### src/include/flash_host_map.svh
// constants and timing for the parallel flash host controller
// Functional notes
// width select high gives sixteen-bit words
// width select low: byte mode, pin15 addresses
// reads: chip select, output enable low, write high
// after reset device reads array
// array data until command register changes
// writes: write, chip select low, output enable high
// unlock bypass programs in two writes
// erase sector, several sectors, or whole chip
// identification codes read on low byte
// status bits read during embedded operations
// standby floats outputs regardless output enable
// wait chip-select access time after standby
// embedded operation continues when deselected
// stable address enters automatic sleep
// output enable high floats data pins
// reset aborts, floats, then array read
// host restarts interrupted program or erase
// ready/busy low until reset completes
// top boot sector decode from bits 17:12
// bottom boot sector decode layout
// address on later fall, data earlier rise
// bad sequence returns device to array read
`ifndef FLASH_HOST_MAP_SVH
`define FLASH_HOST_MAP_SVH
// ==========================================================
// timing, in ns and derived cycles at 25 MHz
`define CLK_PERIOD_NS 40
`define ACCESS_TIME_NS 70
`define WRITE_PULSE_NS 35
`define SETUP_TIME_NS 40
`define RESET_PULSE_NS 500
`define CYC_UP(ns) ((((ns) + `CLK_PERIOD_NS - 1) / `CLK_PERIOD_NS) < 1 ? 1 : \
  (((ns) + `CLK_PERIOD_NS - 1) / `CLK_PERIOD_NS))
`define ACCESS_CYC `CYC_UP(`ACCESS_TIME_NS)
`define WRITE_CYC `CYC_UP(`WRITE_PULSE_NS)
`define SETUP_CYC `CYC_UP(`SETUP_TIME_NS)
`define RESET_CYC `CYC_UP(`RESET_PULSE_NS)
// ==========================================================
// sector boundaries, byte addresses
`define TOP_SMALL32_BASE 20'h7_0000
`define TOP_SMALL8_BASE 20'h7_8000
`define TOP_SMALL16_BASE 20'h7_C000
`define BOT_SMALL8A_BASE 20'h0_4000
`define BOT_SMALL8B_BASE 20'h0_6000
`define BOT_SMALL32_BASE 20'h0_8000
`endif

### src/include/flash_host_pkg.sv
// types shared by the flash host controller
package flash_host_pkg;
  typedef enum {
    ST_IDLE, ST_RD_SETUP, ST_RD_WAIT, ST_WR_SETUP, ST_WR_PULSE, ST_WR_HOLD, ST_RESET
  } host_state_type;
  typedef logic [3:0] sector_type;
endpackage

### src/hdl/sector_decode.sv
// sector number from a byte address, top or bottom boot layout
`timescale 1ns/1ps
`include "flash_host_map.svh"
module sector_decode import flash_host_pkg::*; (
  input wire logic clk, // clock
  input wire logic rstn, // sync reset, active low
  input wire logic top_boot, // 1 top-boot layout
  input wire logic [19:0] byte_addr, // byte address
  output sector_type sector_q // registered sector index
);
  function automatic sector_type decode(input logic top, input logic [19:0] a);
    sector_type s;
    s = 4'h0;
    if (top) begin
      if (a < `TOP_SMALL32_BASE) s = sector_type'(a[18:16]);
      else if (a < `TOP_SMALL8_BASE) s = 4'h7;
      else if (a < `TOP_SMALL16_BASE) s = a[13] ? 4'h9 : 4'h8;
      else s = 4'hA;
    end else begin
      if (a < `BOT_SMALL8A_BASE) s = 4'h0;
      else if (a < `BOT_SMALL8B_BASE) s = 4'h1;
      else if (a < `BOT_SMALL32_BASE) s = 4'h2;
      else if (a[19:16] == 4'h0) s = 4'h3;
      else s = sector_type'({1'b0, a[18:16]} + 4'h3);
    end
    return s;
  endfunction
  always_ff @(posedge clk) begin
    if (!rstn) sector_q <= 4'h0;
    else sector_q <= decode(top_boot, byte_addr);
  end
endmodule

### src/hdl/flash_host.sv
// host controller driving the parallel flash pins
`timescale 1ns/1ps
`include "flash_host_map.svh"
module flash_host import flash_host_pkg::*; #(
  parameter int RESET_CYCLES = `RESET_CYC
) (
  input wire logic clk, // 25 MHz clock
  input wire logic rstn, // sync reset, active low
  input wire logic word_mode, // 1 sixteen-bit bus
  input wire logic top_boot, // boot layout of fitted part
  input wire logic req_valid, // request pulse
  input wire logic req_write, // 1 write cycle, 0 read
  input wire logic [18:0] req_addr, // word or byte-high address
  input wire logic req_lsb, // byte address bit in byte mode
  input wire logic [15:0] req_wdata, // write data
  input wire logic reset_req, // pulse: hardware reset the flash
  input wire logic standby_req, // level: deselect flash
  output logic busy_q, // controller busy
  output logic rvalid_q, // read data valid pulse
  output logic [15:0] rdata_q, // read data
  output logic [3:0] sector_q, // sector of current req_addr, registered every cycle
  output logic dev_busy_q, // sampled ready/busy low
  output logic [17:0] addr_q, // flash address pins
  output logic ce_n_q, // chip select, active low
  output logic oe_n_q, // output enable, active low
  output logic we_n_q, // write strobe, active low
  output logic rst_n_q, // flash reset, active low
  output logic byte_n_q, // width select
  output logic [15:0] dq_out_q, // data out
  output logic [15:0] dq_oe_q, // data output enable
  input wire logic [15:0] dq_in, // data in
  input wire logic ready_busy_out // device ready/busy
);
  host_state_type state_q;
  logic [9:0] cnt_q;
  logic [19:0] byte_addr;
  logic was_standby_q;
  // ==========================================================
  // last wait cycle of a read, where data is taken
  function automatic logic read_last(input host_state_type st, input logic [9:0] c);
    return st == ST_RD_WAIT && c == 10'(`ACCESS_CYC);
  endfunction
  // ==========================================================
  // sector tracking, for erase bookkeeping
  assign byte_addr = word_mode ? {req_addr[17:0], 1'b0, 1'b0} >> 1 : {req_addr, req_lsb};
  sector_decode u_dec (
    .clk(clk),
    .rstn(rstn),
    .top_boot(top_boot),
    .byte_addr(byte_addr),
    .sector_q(sector_q)
  );
  // ==========================================================
  // bus cycle sequencer
  always_ff @(posedge clk) begin
    if (!rstn) begin
      state_q <= ST_IDLE;
      cnt_q <= 10'h000;
    end else begin
      case (state_q)
        ST_IDLE: begin
          cnt_q <= 10'h000;
          if (reset_req) state_q <= ST_RESET;
          else if (req_valid && !standby_req) state_q <= req_write ? ST_WR_SETUP : ST_RD_SETUP;
        end
        ST_RD_SETUP: begin
          // after standby the full chip-select access time is allowed anyway
          state_q <= ST_RD_WAIT;
        end
        ST_RD_WAIT: begin
          cnt_q <= cnt_q + 10'h001;
          if (cnt_q == 10'(`ACCESS_CYC)) state_q <= ST_IDLE;
        end
        ST_WR_SETUP: begin
          cnt_q <= 10'h000;
          state_q <= ST_WR_PULSE;
        end
        ST_WR_PULSE: begin
          cnt_q <= cnt_q + 10'h001;
          if (cnt_q == 10'(`WRITE_CYC - 1)) state_q <= ST_WR_HOLD;
        end
        ST_WR_HOLD: state_q <= ST_IDLE;
        ST_RESET: begin
          cnt_q <= cnt_q + 10'h001;
          if (cnt_q == 10'(RESET_CYCLES - 1)) state_q <= ST_IDLE;
        end
        default: state_q <= ST_IDLE;
      endcase
    end
  end
  // ==========================================================
  // flash pins
  always_ff @(posedge clk) begin
    if (!rstn) begin
      ce_n_q <= 1'b1;
      oe_n_q <= 1'b1;
      we_n_q <= 1'b1;
      rst_n_q <= 1'b1;
      byte_n_q <= 1'b1;
      addr_q <= 18'h0_0000;
      dq_out_q <= 16'h0000;
      dq_oe_q <= 16'h0000;
    end else begin
      byte_n_q <= word_mode;
      // low for all RESET_CYCLES cycles, so the pulse meets the minimum width
      rst_n_q <= !(state_q == ST_RESET);
      if (state_q == ST_IDLE && req_valid && !reset_req && !standby_req) begin
        addr_q <= req_addr[17:0];
        dq_out_q <= word_mode ? req_wdata : {req_lsb, 7'h00, req_wdata[7:0]};
        // pin 15 carries the byte address in byte mode, driven from the first byte-mode request on
        dq_oe_q <= word_mode ? (req_write ? 16'hFFFF : 16'h0000)
                             : {1'b1, 7'h00, {8{req_write}}};
      end else if (state_q == ST_IDLE) begin
        dq_oe_q <= word_mode ? 16'h0000 : {dq_oe_q[15], 15'h0000};
      end
      case (state_q)
        ST_RD_SETUP: begin
          ce_n_q <= 1'b0;
          oe_n_q <= 1'b0;
          we_n_q <= 1'b1;
        end
        ST_WR_SETUP: begin
          ce_n_q <= 1'b0;
          oe_n_q <= 1'b1;
        end
        ST_WR_PULSE: begin
          // address latched on this falling strobe, data on its rise
          we_n_q <= 1'b0;
        end
        ST_WR_HOLD: begin
          // chip select lifts a cycle later, so the write strobe rises first
          we_n_q <= 1'b1;
        end
        ST_RD_WAIT: begin
          if (cnt_q == 10'(`ACCESS_CYC)) begin
            ce_n_q <= 1'b1;
            oe_n_q <= 1'b1;
          end
        end
        default: begin
          ce_n_q <= 1'b1;
          oe_n_q <= 1'b1;
          we_n_q <= 1'b1;
        end
      endcase
    end
  end
  // ==========================================================
  // read data capture and status
  always_ff @(posedge clk) begin
    if (!rstn) begin
      rvalid_q <= 1'b0;
      rdata_q <= 16'h0000;
      busy_q <= 1'b0;
      dev_busy_q <= 1'b0;
      was_standby_q <= 1'b0;
    end else begin
      was_standby_q <= standby_req;
      dev_busy_q <= !ready_busy_out;
      busy_q <= state_q != ST_IDLE || (req_valid && !standby_req) || reset_req;
      rvalid_q <= read_last(state_q, cnt_q);
      if (read_last(state_q, cnt_q))
        rdata_q <= word_mode ? dq_in : {8'h00, dq_in[7:0]};
    end
  end
  // ==========================================================
  // checks
  read_strobes_a: assert property (@(posedge clk) disable iff (!rstn)
    (!oe_n_q && !ce_n_q) |-> we_n_q) else $error("write strobe low during read");
  write_strobes_a: assert property (@(posedge clk) disable iff (!rstn)
    !we_n_q |-> (!ce_n_q && oe_n_q)) else $error("bad write strobes");
  width_follow_a: assert property (@(posedge clk) disable iff (!rstn)
    ##1 byte_n_q == $past(word_mode)) else $error("width select lag");
  byte_float_a: assert property (@(posedge clk) disable iff (!rstn)
    !byte_n_q |-> dq_oe_q[14:8] == 7'h00) else $error("upper pins driven");
  reset_pulse_a: assert property (@(posedge clk) disable iff (!rstn)
    $fell(rst_n_q) |-> !rst_n_q [*2]) else $error("reset pulse short");
  rd_valid_a: assert property (@(posedge clk) disable iff (!rstn)
    rvalid_q |-> $past(!oe_n_q && !ce_n_q)) else $error("read without strobes");
  no_contend_a: assert property (@(posedge clk) disable iff (!rstn)
    (!oe_n_q && !ce_n_q) |-> dq_oe_q[7:0] == 8'h00) else $error("bus contention");
  standby_idle_a: assert property (@(posedge clk) disable iff (!rstn)
    (was_standby_q && standby_req && state_q == ST_IDLE) |=> ce_n_q)
    else $error("selected in standby");
  busy_track_a: assert property (@(posedge clk) disable iff (!rstn)
    !ready_busy_out |=> dev_busy_q) else $error("busy not seen");
  rd_cover: cover property (@(posedge clk) rvalid_q);
  wr_cover: cover property (@(posedge clk) $rose(we_n_q));
  rst_cover: cover property (@(posedge clk) $rose(rst_n_q));
  byte_rd_cover: cover property (@(posedge clk) rvalid_q && !byte_n_q);
  busy_rst_cover: cover property (@(posedge clk) $fell(rst_n_q) && dev_busy_q);
  reset_deselect_a: assert property (@(posedge clk) disable iff (!rstn)
    !rst_n_q |-> (ce_n_q && oe_n_q && we_n_q))
    else $error("strobes active during flash reset");
  reset_float_a: assert property (@(posedge clk) disable iff (!rstn)
    !rst_n_q |-> dq_oe_q[14:0] == 15'h0000)
    else $error("data pins driven during flash reset");
  write_hold_a: assert property (@(posedge clk) disable iff (!rstn)
    !we_n_q |-> ($stable(addr_q) && $stable(dq_out_q)))
    else $error("address or data moved under write strobe");
  read_addr_hold_a: assert property (@(posedge clk) disable iff (!rstn)
    (!oe_n_q && !ce_n_q) |-> $stable(addr_q))
    else $error("address moved during read");
  rvalid_pulse_a: assert property (@(posedge clk) disable iff (!rstn)
    rvalid_q |=> !rvalid_q)
    else $error("read valid longer than one cycle");
  standby_hold_a: assert property (@(posedge clk) disable iff (!rstn)
    (standby_req && !reset_req && state_q == ST_IDLE) |=> state_q == ST_IDLE)
    else $error("request taken in standby");
  read_len_a: assert property (@(posedge clk) disable iff (!rstn)
    $fell(oe_n_q) |-> !oe_n_q [*3])
    else $error("read strobes shorter than access time");
  word_drive_a: assert property (@(posedge clk) disable iff (!rstn)
    (byte_n_q && !we_n_q) |-> dq_oe_q == 16'hFFFF)
    else $error("word write not driving all pins");
  byte_drive_a: assert property (@(posedge clk) disable iff (!rstn)
    (!byte_n_q && !we_n_q) |-> dq_oe_q == 16'h80FF)
    else $error("byte write drive pattern wrong");
  we_rise_a: assert property (@(posedge clk) disable iff (!rstn)
    $rose(we_n_q) |-> !ce_n_q)
    else $error("chip select rose with write strobe");
endmodule

### config.mk
export PLATFORM = sky130hd
export DESIGN_NAME = flash_host
export DESIGN_NICKNAME = d
export VERILOG_FILES = /design/src/include/flash_host_pkg.sv /design/src/hdl/sector_decode.sv /design/src/hdl/flash_host.sv
export VERILOG_INCLUDE_DIRS = /design/src /design/src/include
export SDC_FILE = /design/constraint.sdc
export NUM_CORES = 1
export LEC_CHECK = 0
export BUFFER_PORTS_ARGS = -buffer_cell sky130_fd_sc_hd__clkbuf_2
export CAP_MARGIN = 40
export CELL_PAD_IN_SITES_DETAIL_PLACEMENT = 1
export CELL_PAD_IN_SITES_GLOBAL_PLACEMENT = 2
export CORE_ASPECT_RATIO = 1.5
export CORE_MARGIN = 10
export CORE_UTILIZATION = 27
export DETAILED_ROUTE_END_ITERATION = 12
export GPL_ROUTABILITY_DRIVEN = 0
export PLACE_DENSITY = 0.85
export SYNTH_ARGS = -nofsm -noshare
export SYNTH_HDL_FRONTEND = slang
export SYNTH_HIERARCHICAL = 1
export SYNTH_SLANG_ARGS = --single-unit
### constraint.sdc
create_clock -name clk -period 2.5 [get_ports clk]
set_input_delay 0 -clock clk [delete_from_list [all_inputs] [get_ports clk]]
set_output_delay 0 -clock clk [all_outputs]
set_load 0.02 [all_outputs]
## Yosys cells after proc, flatten, opt, wreduce, memory -nomap -nowiden

Index checks and enable logic that the tools add are counted.

| cells by class | value |
|---|---|
| $add $sub $neg | 2 |
| $lt $le $gt $ge | 6 |
| eq/ne operators | 14 |
| muxes and demuxes | 29 |
| bitwise gates (word level) | 1 |
| reduce and logical (&&, ||, !) cells | 27 |

Operators with widths:

| cell | number |
|---|---|
| $pmux 32 s6 | 1 |
| $mux 32 | 5 |
| $eq 32x3->1 const B | 4 |
| $mux 16 | 7 |
| $eq 32x2->1 const B | 2 |
| $logic_not 32->1 | 2 |
| $lt 20x19->1 const B | 3 |
| $lt 20x15->1 const B | 2 |
| $eq 32x1->1 const B | 1 |
| $eq 32x4->1 const B | 1 |
| $mux 4 | 8 |
| $reduce_bool 32->1 | 1 |
| $lt 20x16->1 const B | 1 |
| $mux 20 | 1 |
| $pmux 10 s2 | 1 |
| $add 10x1->10 const B | 1 |
| $eq 10x2->1 const B | 1 |
| $eq 10x4->1 const B | 1 |
| $logic_not 10->1 | 1 |
| $reduce_or 2->1 | 4 |
| $ne 2x2->1 const B | 3 |
| $pmux 1 s3 | 2 |
| $reduce_bool 2->1 | 3 |
| $logic_and 1x1->1 | 5 |
| 12 further kinds | 18 |

| storage, ports and cells | value |
|---|---|
| register bits after elaboration | 120 |
| input bits | 61 |
| output and inout bits | 78 |
| word-level logic and storage cells | 95 |

## Depth between registers and ports, before layout

| depth | value |
|---|---|
| depth in word-level cells | 7 |
| gate-level depth with buffers | 8 |
| mapped depth without buffers | 6 |

## Modules after synthesis

Netlist, hierarchy kept.

Modules (own cells, without submodules):

| module | times used | cells each | area each (µm²) | sequential area each (µm²) |
|---|---|---|---|---|
| flash_host | 1 | 358 | 3128.0 | 1481.4 |
| sector_decode | 1 | 41 | 324.1 | 80.1 |

## Worst setup path before layout

OpenSTA, ideal clock, no wires.

| timing | value |
|---|---|
| path type | register to register |
| from | register cnt_q[0] |
| to | register rdata_q[6] |
| library setup time | 118 ps |
| arrival | 1877 ps |
| required time | 2382 ps |
| slack | 504 ps |
| stages on the path, launching flop included | 9 |
| path buffers | 2 |
| clock period less this slack | 1996 ps |
| cells stage by stage | dfxtp_1 -> inv_1 -> ha_1 -> or3b_2 -> or4b_4 -> buf_6 -> buf_8 -> nand2_2 -> a21boi_2 |

| between the ends | value |
|---|---|
| cells in the longest elaborated chain, start to end | 2 |

Ends and longest elaborated chain:

| item | line | source |
|---|---|---|
| start: declaration | flash_host.sv:35 | `logic [9:0] cnt_q;` |
| start signal: assignment | flash_host.sv:71 | `cnt_q <= cnt_q + 10'h001;` |
| start signal: assignment | flash_host.sv:79 | `cnt_q <= cnt_q + 10'h001;` |
| start signal: assignment | flash_host.sv:84 | `cnt_q <= cnt_q + 10'h001;` |
| $eq 10x2->1 | flash_host.sv:41 | `` return st == ST_RD_WAIT && c == 10'(`ACCESS_CYC); `` |
| $logic_and 1x1->1 | flash_host.sv:41 |  |
| end signal: assignment | flash_host.sv:163 | `rdata_q <= word_mode ? dq_in : {8'h00, dq_in[7:0]};` |
| end: declaration | flash_host.sv:20 | `output logic [15:0] rdata_q,` |

Every way passes these cells.
A chain may end at the register's enable or synchronous reset.

## Worst setup path after layout

| timing | value |
|---|---|
| from | register state_q[2] |
| to | register dq_out_q[6] |

| between the ends | value |
|---|---|
| cells in the longest elaborated chain, start to end | 4 |

Ends and longest elaborated chain:

| item | line | source |
|---|---|---|
| start: declaration | flash_host.sv:34 | `host_state_type state_q;` |
| start signal: assignment | flash_host.sv:64 | `else if (req_valid && !standby_req) state_q <= req_write ? ST_WR_SETUP : ST_RD_SETUP;` |
| $logic_not 32->1 | flash_host.sv:107 | `if (state_q == ST_IDLE && req_valid && !reset_req && !standby_req) begin` |
| $logic_and 1x1->1 (3 in a row) | flash_host.sv:107 |  |
| end signal: assignment | flash_host.sv:109 | `dq_out_q <= word_mode ? req_wdata : {req_lsb, 7'h00, req_wdata[7:0]};` |
| end: declaration | flash_host.sv:29 | `output logic [15:0] dq_out_q,` |

Every way passes these cells.

==> results.md <==
* Status: finished, final reports clean
* GR Util All Layers at 13.37%
* Most frequent cells in the layout: 138 x clkbuf_2, 91 x nand2_1, 78 x dfxtp_1
* CTS tree: done
* Nets at 636
* Die W at 112.3 microns
* Cts repair resizes at 0
* Worst path required time at 2.71 ns
* Post-route ant nets at 0
* WP buf/inv at 1
* Drt drc at 0
* Initial antenna violation count at 0
* Mapped Cells at 399
* Yosys cell types at 56
* Ys Warns at 6
* DR iter-0 viols at 49
* Layout cells sized above 1 at 30.54%
* CP endpoint kind: flop
* Clock transition at path regs at 0.06 ns
* Starting Density at 27.59%
* LEAKAGE at 2.155 nW
* Hold path start: req_wdata[15]
* Commonest non-fill, non-tap cell in the layout: clkbuf_2
* Final period util at 83.11%
* TNS Setup at 0 ns
* Port Buffers at 138
* VDD IR max at 0.3036 mV
* Kind of critical path: flop to flop
* Synth Flop Type: dfxtp_1
* Dpl cell area at 4205 sq um
* Largest net degree at the start of global routing at 37
* Max Cap Viol at 0
* Slowest stage delay, CP at 0.56 ns
* Global-route wire length before repair at 19380 microns
* Hpwl dp at 8693 microns
* Synthesized net count at 466
* Avg Vias per Cell at 4.701
* Post-synthesis async set-or-reset flop share at 0%
* # setup viols final at 0
* Crit Path Max Fanout at 18
* Pwr dens at 741.1 nW/um^2
* Cells after DPL at 665
* Fin cells at 730
* Crit-path cells: or3_1 -> or3_1 -> buf_4 -> nand2_1 -> a21boi_0
* Util after Layout at 40.05%
* Crit path from: state_q[2]
* Die Area at 17800 sq um
* Top delay family on crit path: simple AND/OR/NAND/NOR gates
* Post-synth EDFFs at 0
* Area growth syn-to-layout at 45.16%
* Die height at 158.5 microns
* WL/cell at 16.44 microns
* Clk_lat worst skew at 0.34 ns
* Fin area at 5011 sq um
* RSZ-0062 raised after global routing: no
* Final slew viol count at 0
* Worst Tran Pin Value at 0.7403 ns
* H-Tree Depth at 3
* GR Overflow Total at 0
* Fillers at 1499
* Power, Total at 3.714 mW
* Post-layout min period at 2.078 ns
* Mapped Area at 3452 sq um
* Clk buf depth at 2
* Synth Register Bits at 78
* CP max-delay cell: or3_1
* Root buf cell: clkbuf_16
* Maximum clock rate at 0.4813 GHz
* Pre-CTS setup slack at 0.4480 ns
* Vias in the first global route at 3821
* Vias at 3432
* Clk_skew at 0.005312 ns
* Crit path arrival time at 2.29 ns
* Ports at 139
* CTS Buf Count at 9
* Final critical-path setup slack at 0.4224 ns
* Drt first pass iters at 4
* Final WL at 12000 microns
* Post-synthesis sequential area ratio at 45.23%
* Hold Violations, Final at 0
* Critical Path Source Type: flop
* Synthesized area per cell at 8.652 sq um
* Cell row count at 50
* Reg-to-Reg Start: state_q[2]
* Core Region at 12510 sq um
* Slew HR at 50.32%
* Min Hold Slack at 0.01834 ns
* Most used cell, CP: or3_1
* Clk sinks at 78
* Min-delay worst type: input port to flop
## Yosys cell counts, drive strengths merged (2+ instances only)
cell | n | share of area [%]
a21boi | 53 | 12
a21oi | 5 | 0.72
a22oi | 2 | 0.43
a31oi | 2 | 0.36
and2 | 2 | 0.36
buf | 17 | 4.0
clkbuf | 20 | 2.2
dfxtp | 78 | 45
ha | 6 | 2.2
inv | 10 | 1.1
mux2i | 4 | 1.2
nand2 | 94 | 10
nand2b | 4 | 0.72
nand3 | 22 | 3.2
nand4 | 5 | 0.91
nor2 | 16 | 1.7
nor2b | 8 | 1.4
nor3 | 4 | 0.91
nor3b | 4 | 0.87
o21ai | 6 | 0.87
o22ai | 2 | 0.36
or2 | 2 | 0.36
or3 | 2 | 0.36
or3b | 2 | 0.51
or4b | 2 | 0.69
xor2 | 8 | 2.0
## metal layers
layer / routed length [microns] / GRT usage (%) / part of all wire [%] / up-vias
li1: - / - / - / 1674
met1: 4530 / 12.60 / 38 / 1640
met2: 6240 / 24.84 / 52 / 105
met3: 1034 / 5.913 / 8.6 / 13
met4: 197 / 5.030 / 1.6 / 0
met5: 0 / 0 / 0 / -
## registers in the layout, indices dropped and copies added (netlist names), 3 cells and up
signal,cells
u_dec/sector_q,4
addr_q,18
rdata_q,16
dq_out_q,16
dq_oe_q,3
state_q,3
cnt_q,10
## repair_timing
action / 4_1_cts / 5_1_grt
hold buffers: 49 / 0
endpoints found under the hold margin: 51 / 0
setup buffers: 0 / 0
## worst reg2reg max path, cell delays in order, from the launching register on
cell and delay, ns:
dfxtp_1 0.41, or3_1 0.52, or3_1 0.56, buf_4 0.28, nand2_1 0.09, a21boi_0 0.10
## kinds of logic (layout without fill, tap and decap cells)
family          count (synthesis)  after routing  synth area share (%)
fa+ha+maj                       6              6                 2.175
other cells                     0              1                     0
simple gates                  175            175                 24.90
xor+xnor                        9              9                 2.284
buf+inv                        47            221                 7.249
flops                          78             78                 45.23
compound gates                 80             80                 17.00
mux                             4              4                 1.160
## final cells by class
type | instances | area, sq um | share of cell area [%]
multi-input cells | 274 | 1640 | 32.73
flip-flops and latches | 78 | 1562 | 31.16
repair buffers | 196 | 1261 | 25.17
clock buffers | 9 | 225.2 | 4.494
well taps | 156 | 195.2 | 3.895
clock inverters | 6 | 87.58 | 1.748
inverters | 10 | 37.54 | 0.7491
diodes | 1 | 2.502 | 0.04994
## worst paths after layout
check / to / slack, ns / cells after the start
worst min-delay path: dq_out_q[15] / 0.02 / 3
worst max-delay path: dq_out_q[6] / 0.42 / 5
worst max register to register: dq_out_q[6] / 0.42 / 5
worst min register to register: rdata_q[3] / 0.45 / 2
## power by group
group / total (mW) / internal (mW) / switching [mW]
clock: 1.39 / 0.868 / 0.523
combinational: 0.891 / 0.367 / 0.523
sequential: 1.43 / 1.34 / 0.0890
total: 3.71 / 2.58 / 1.13
Power figures use the tool's default switching activity.
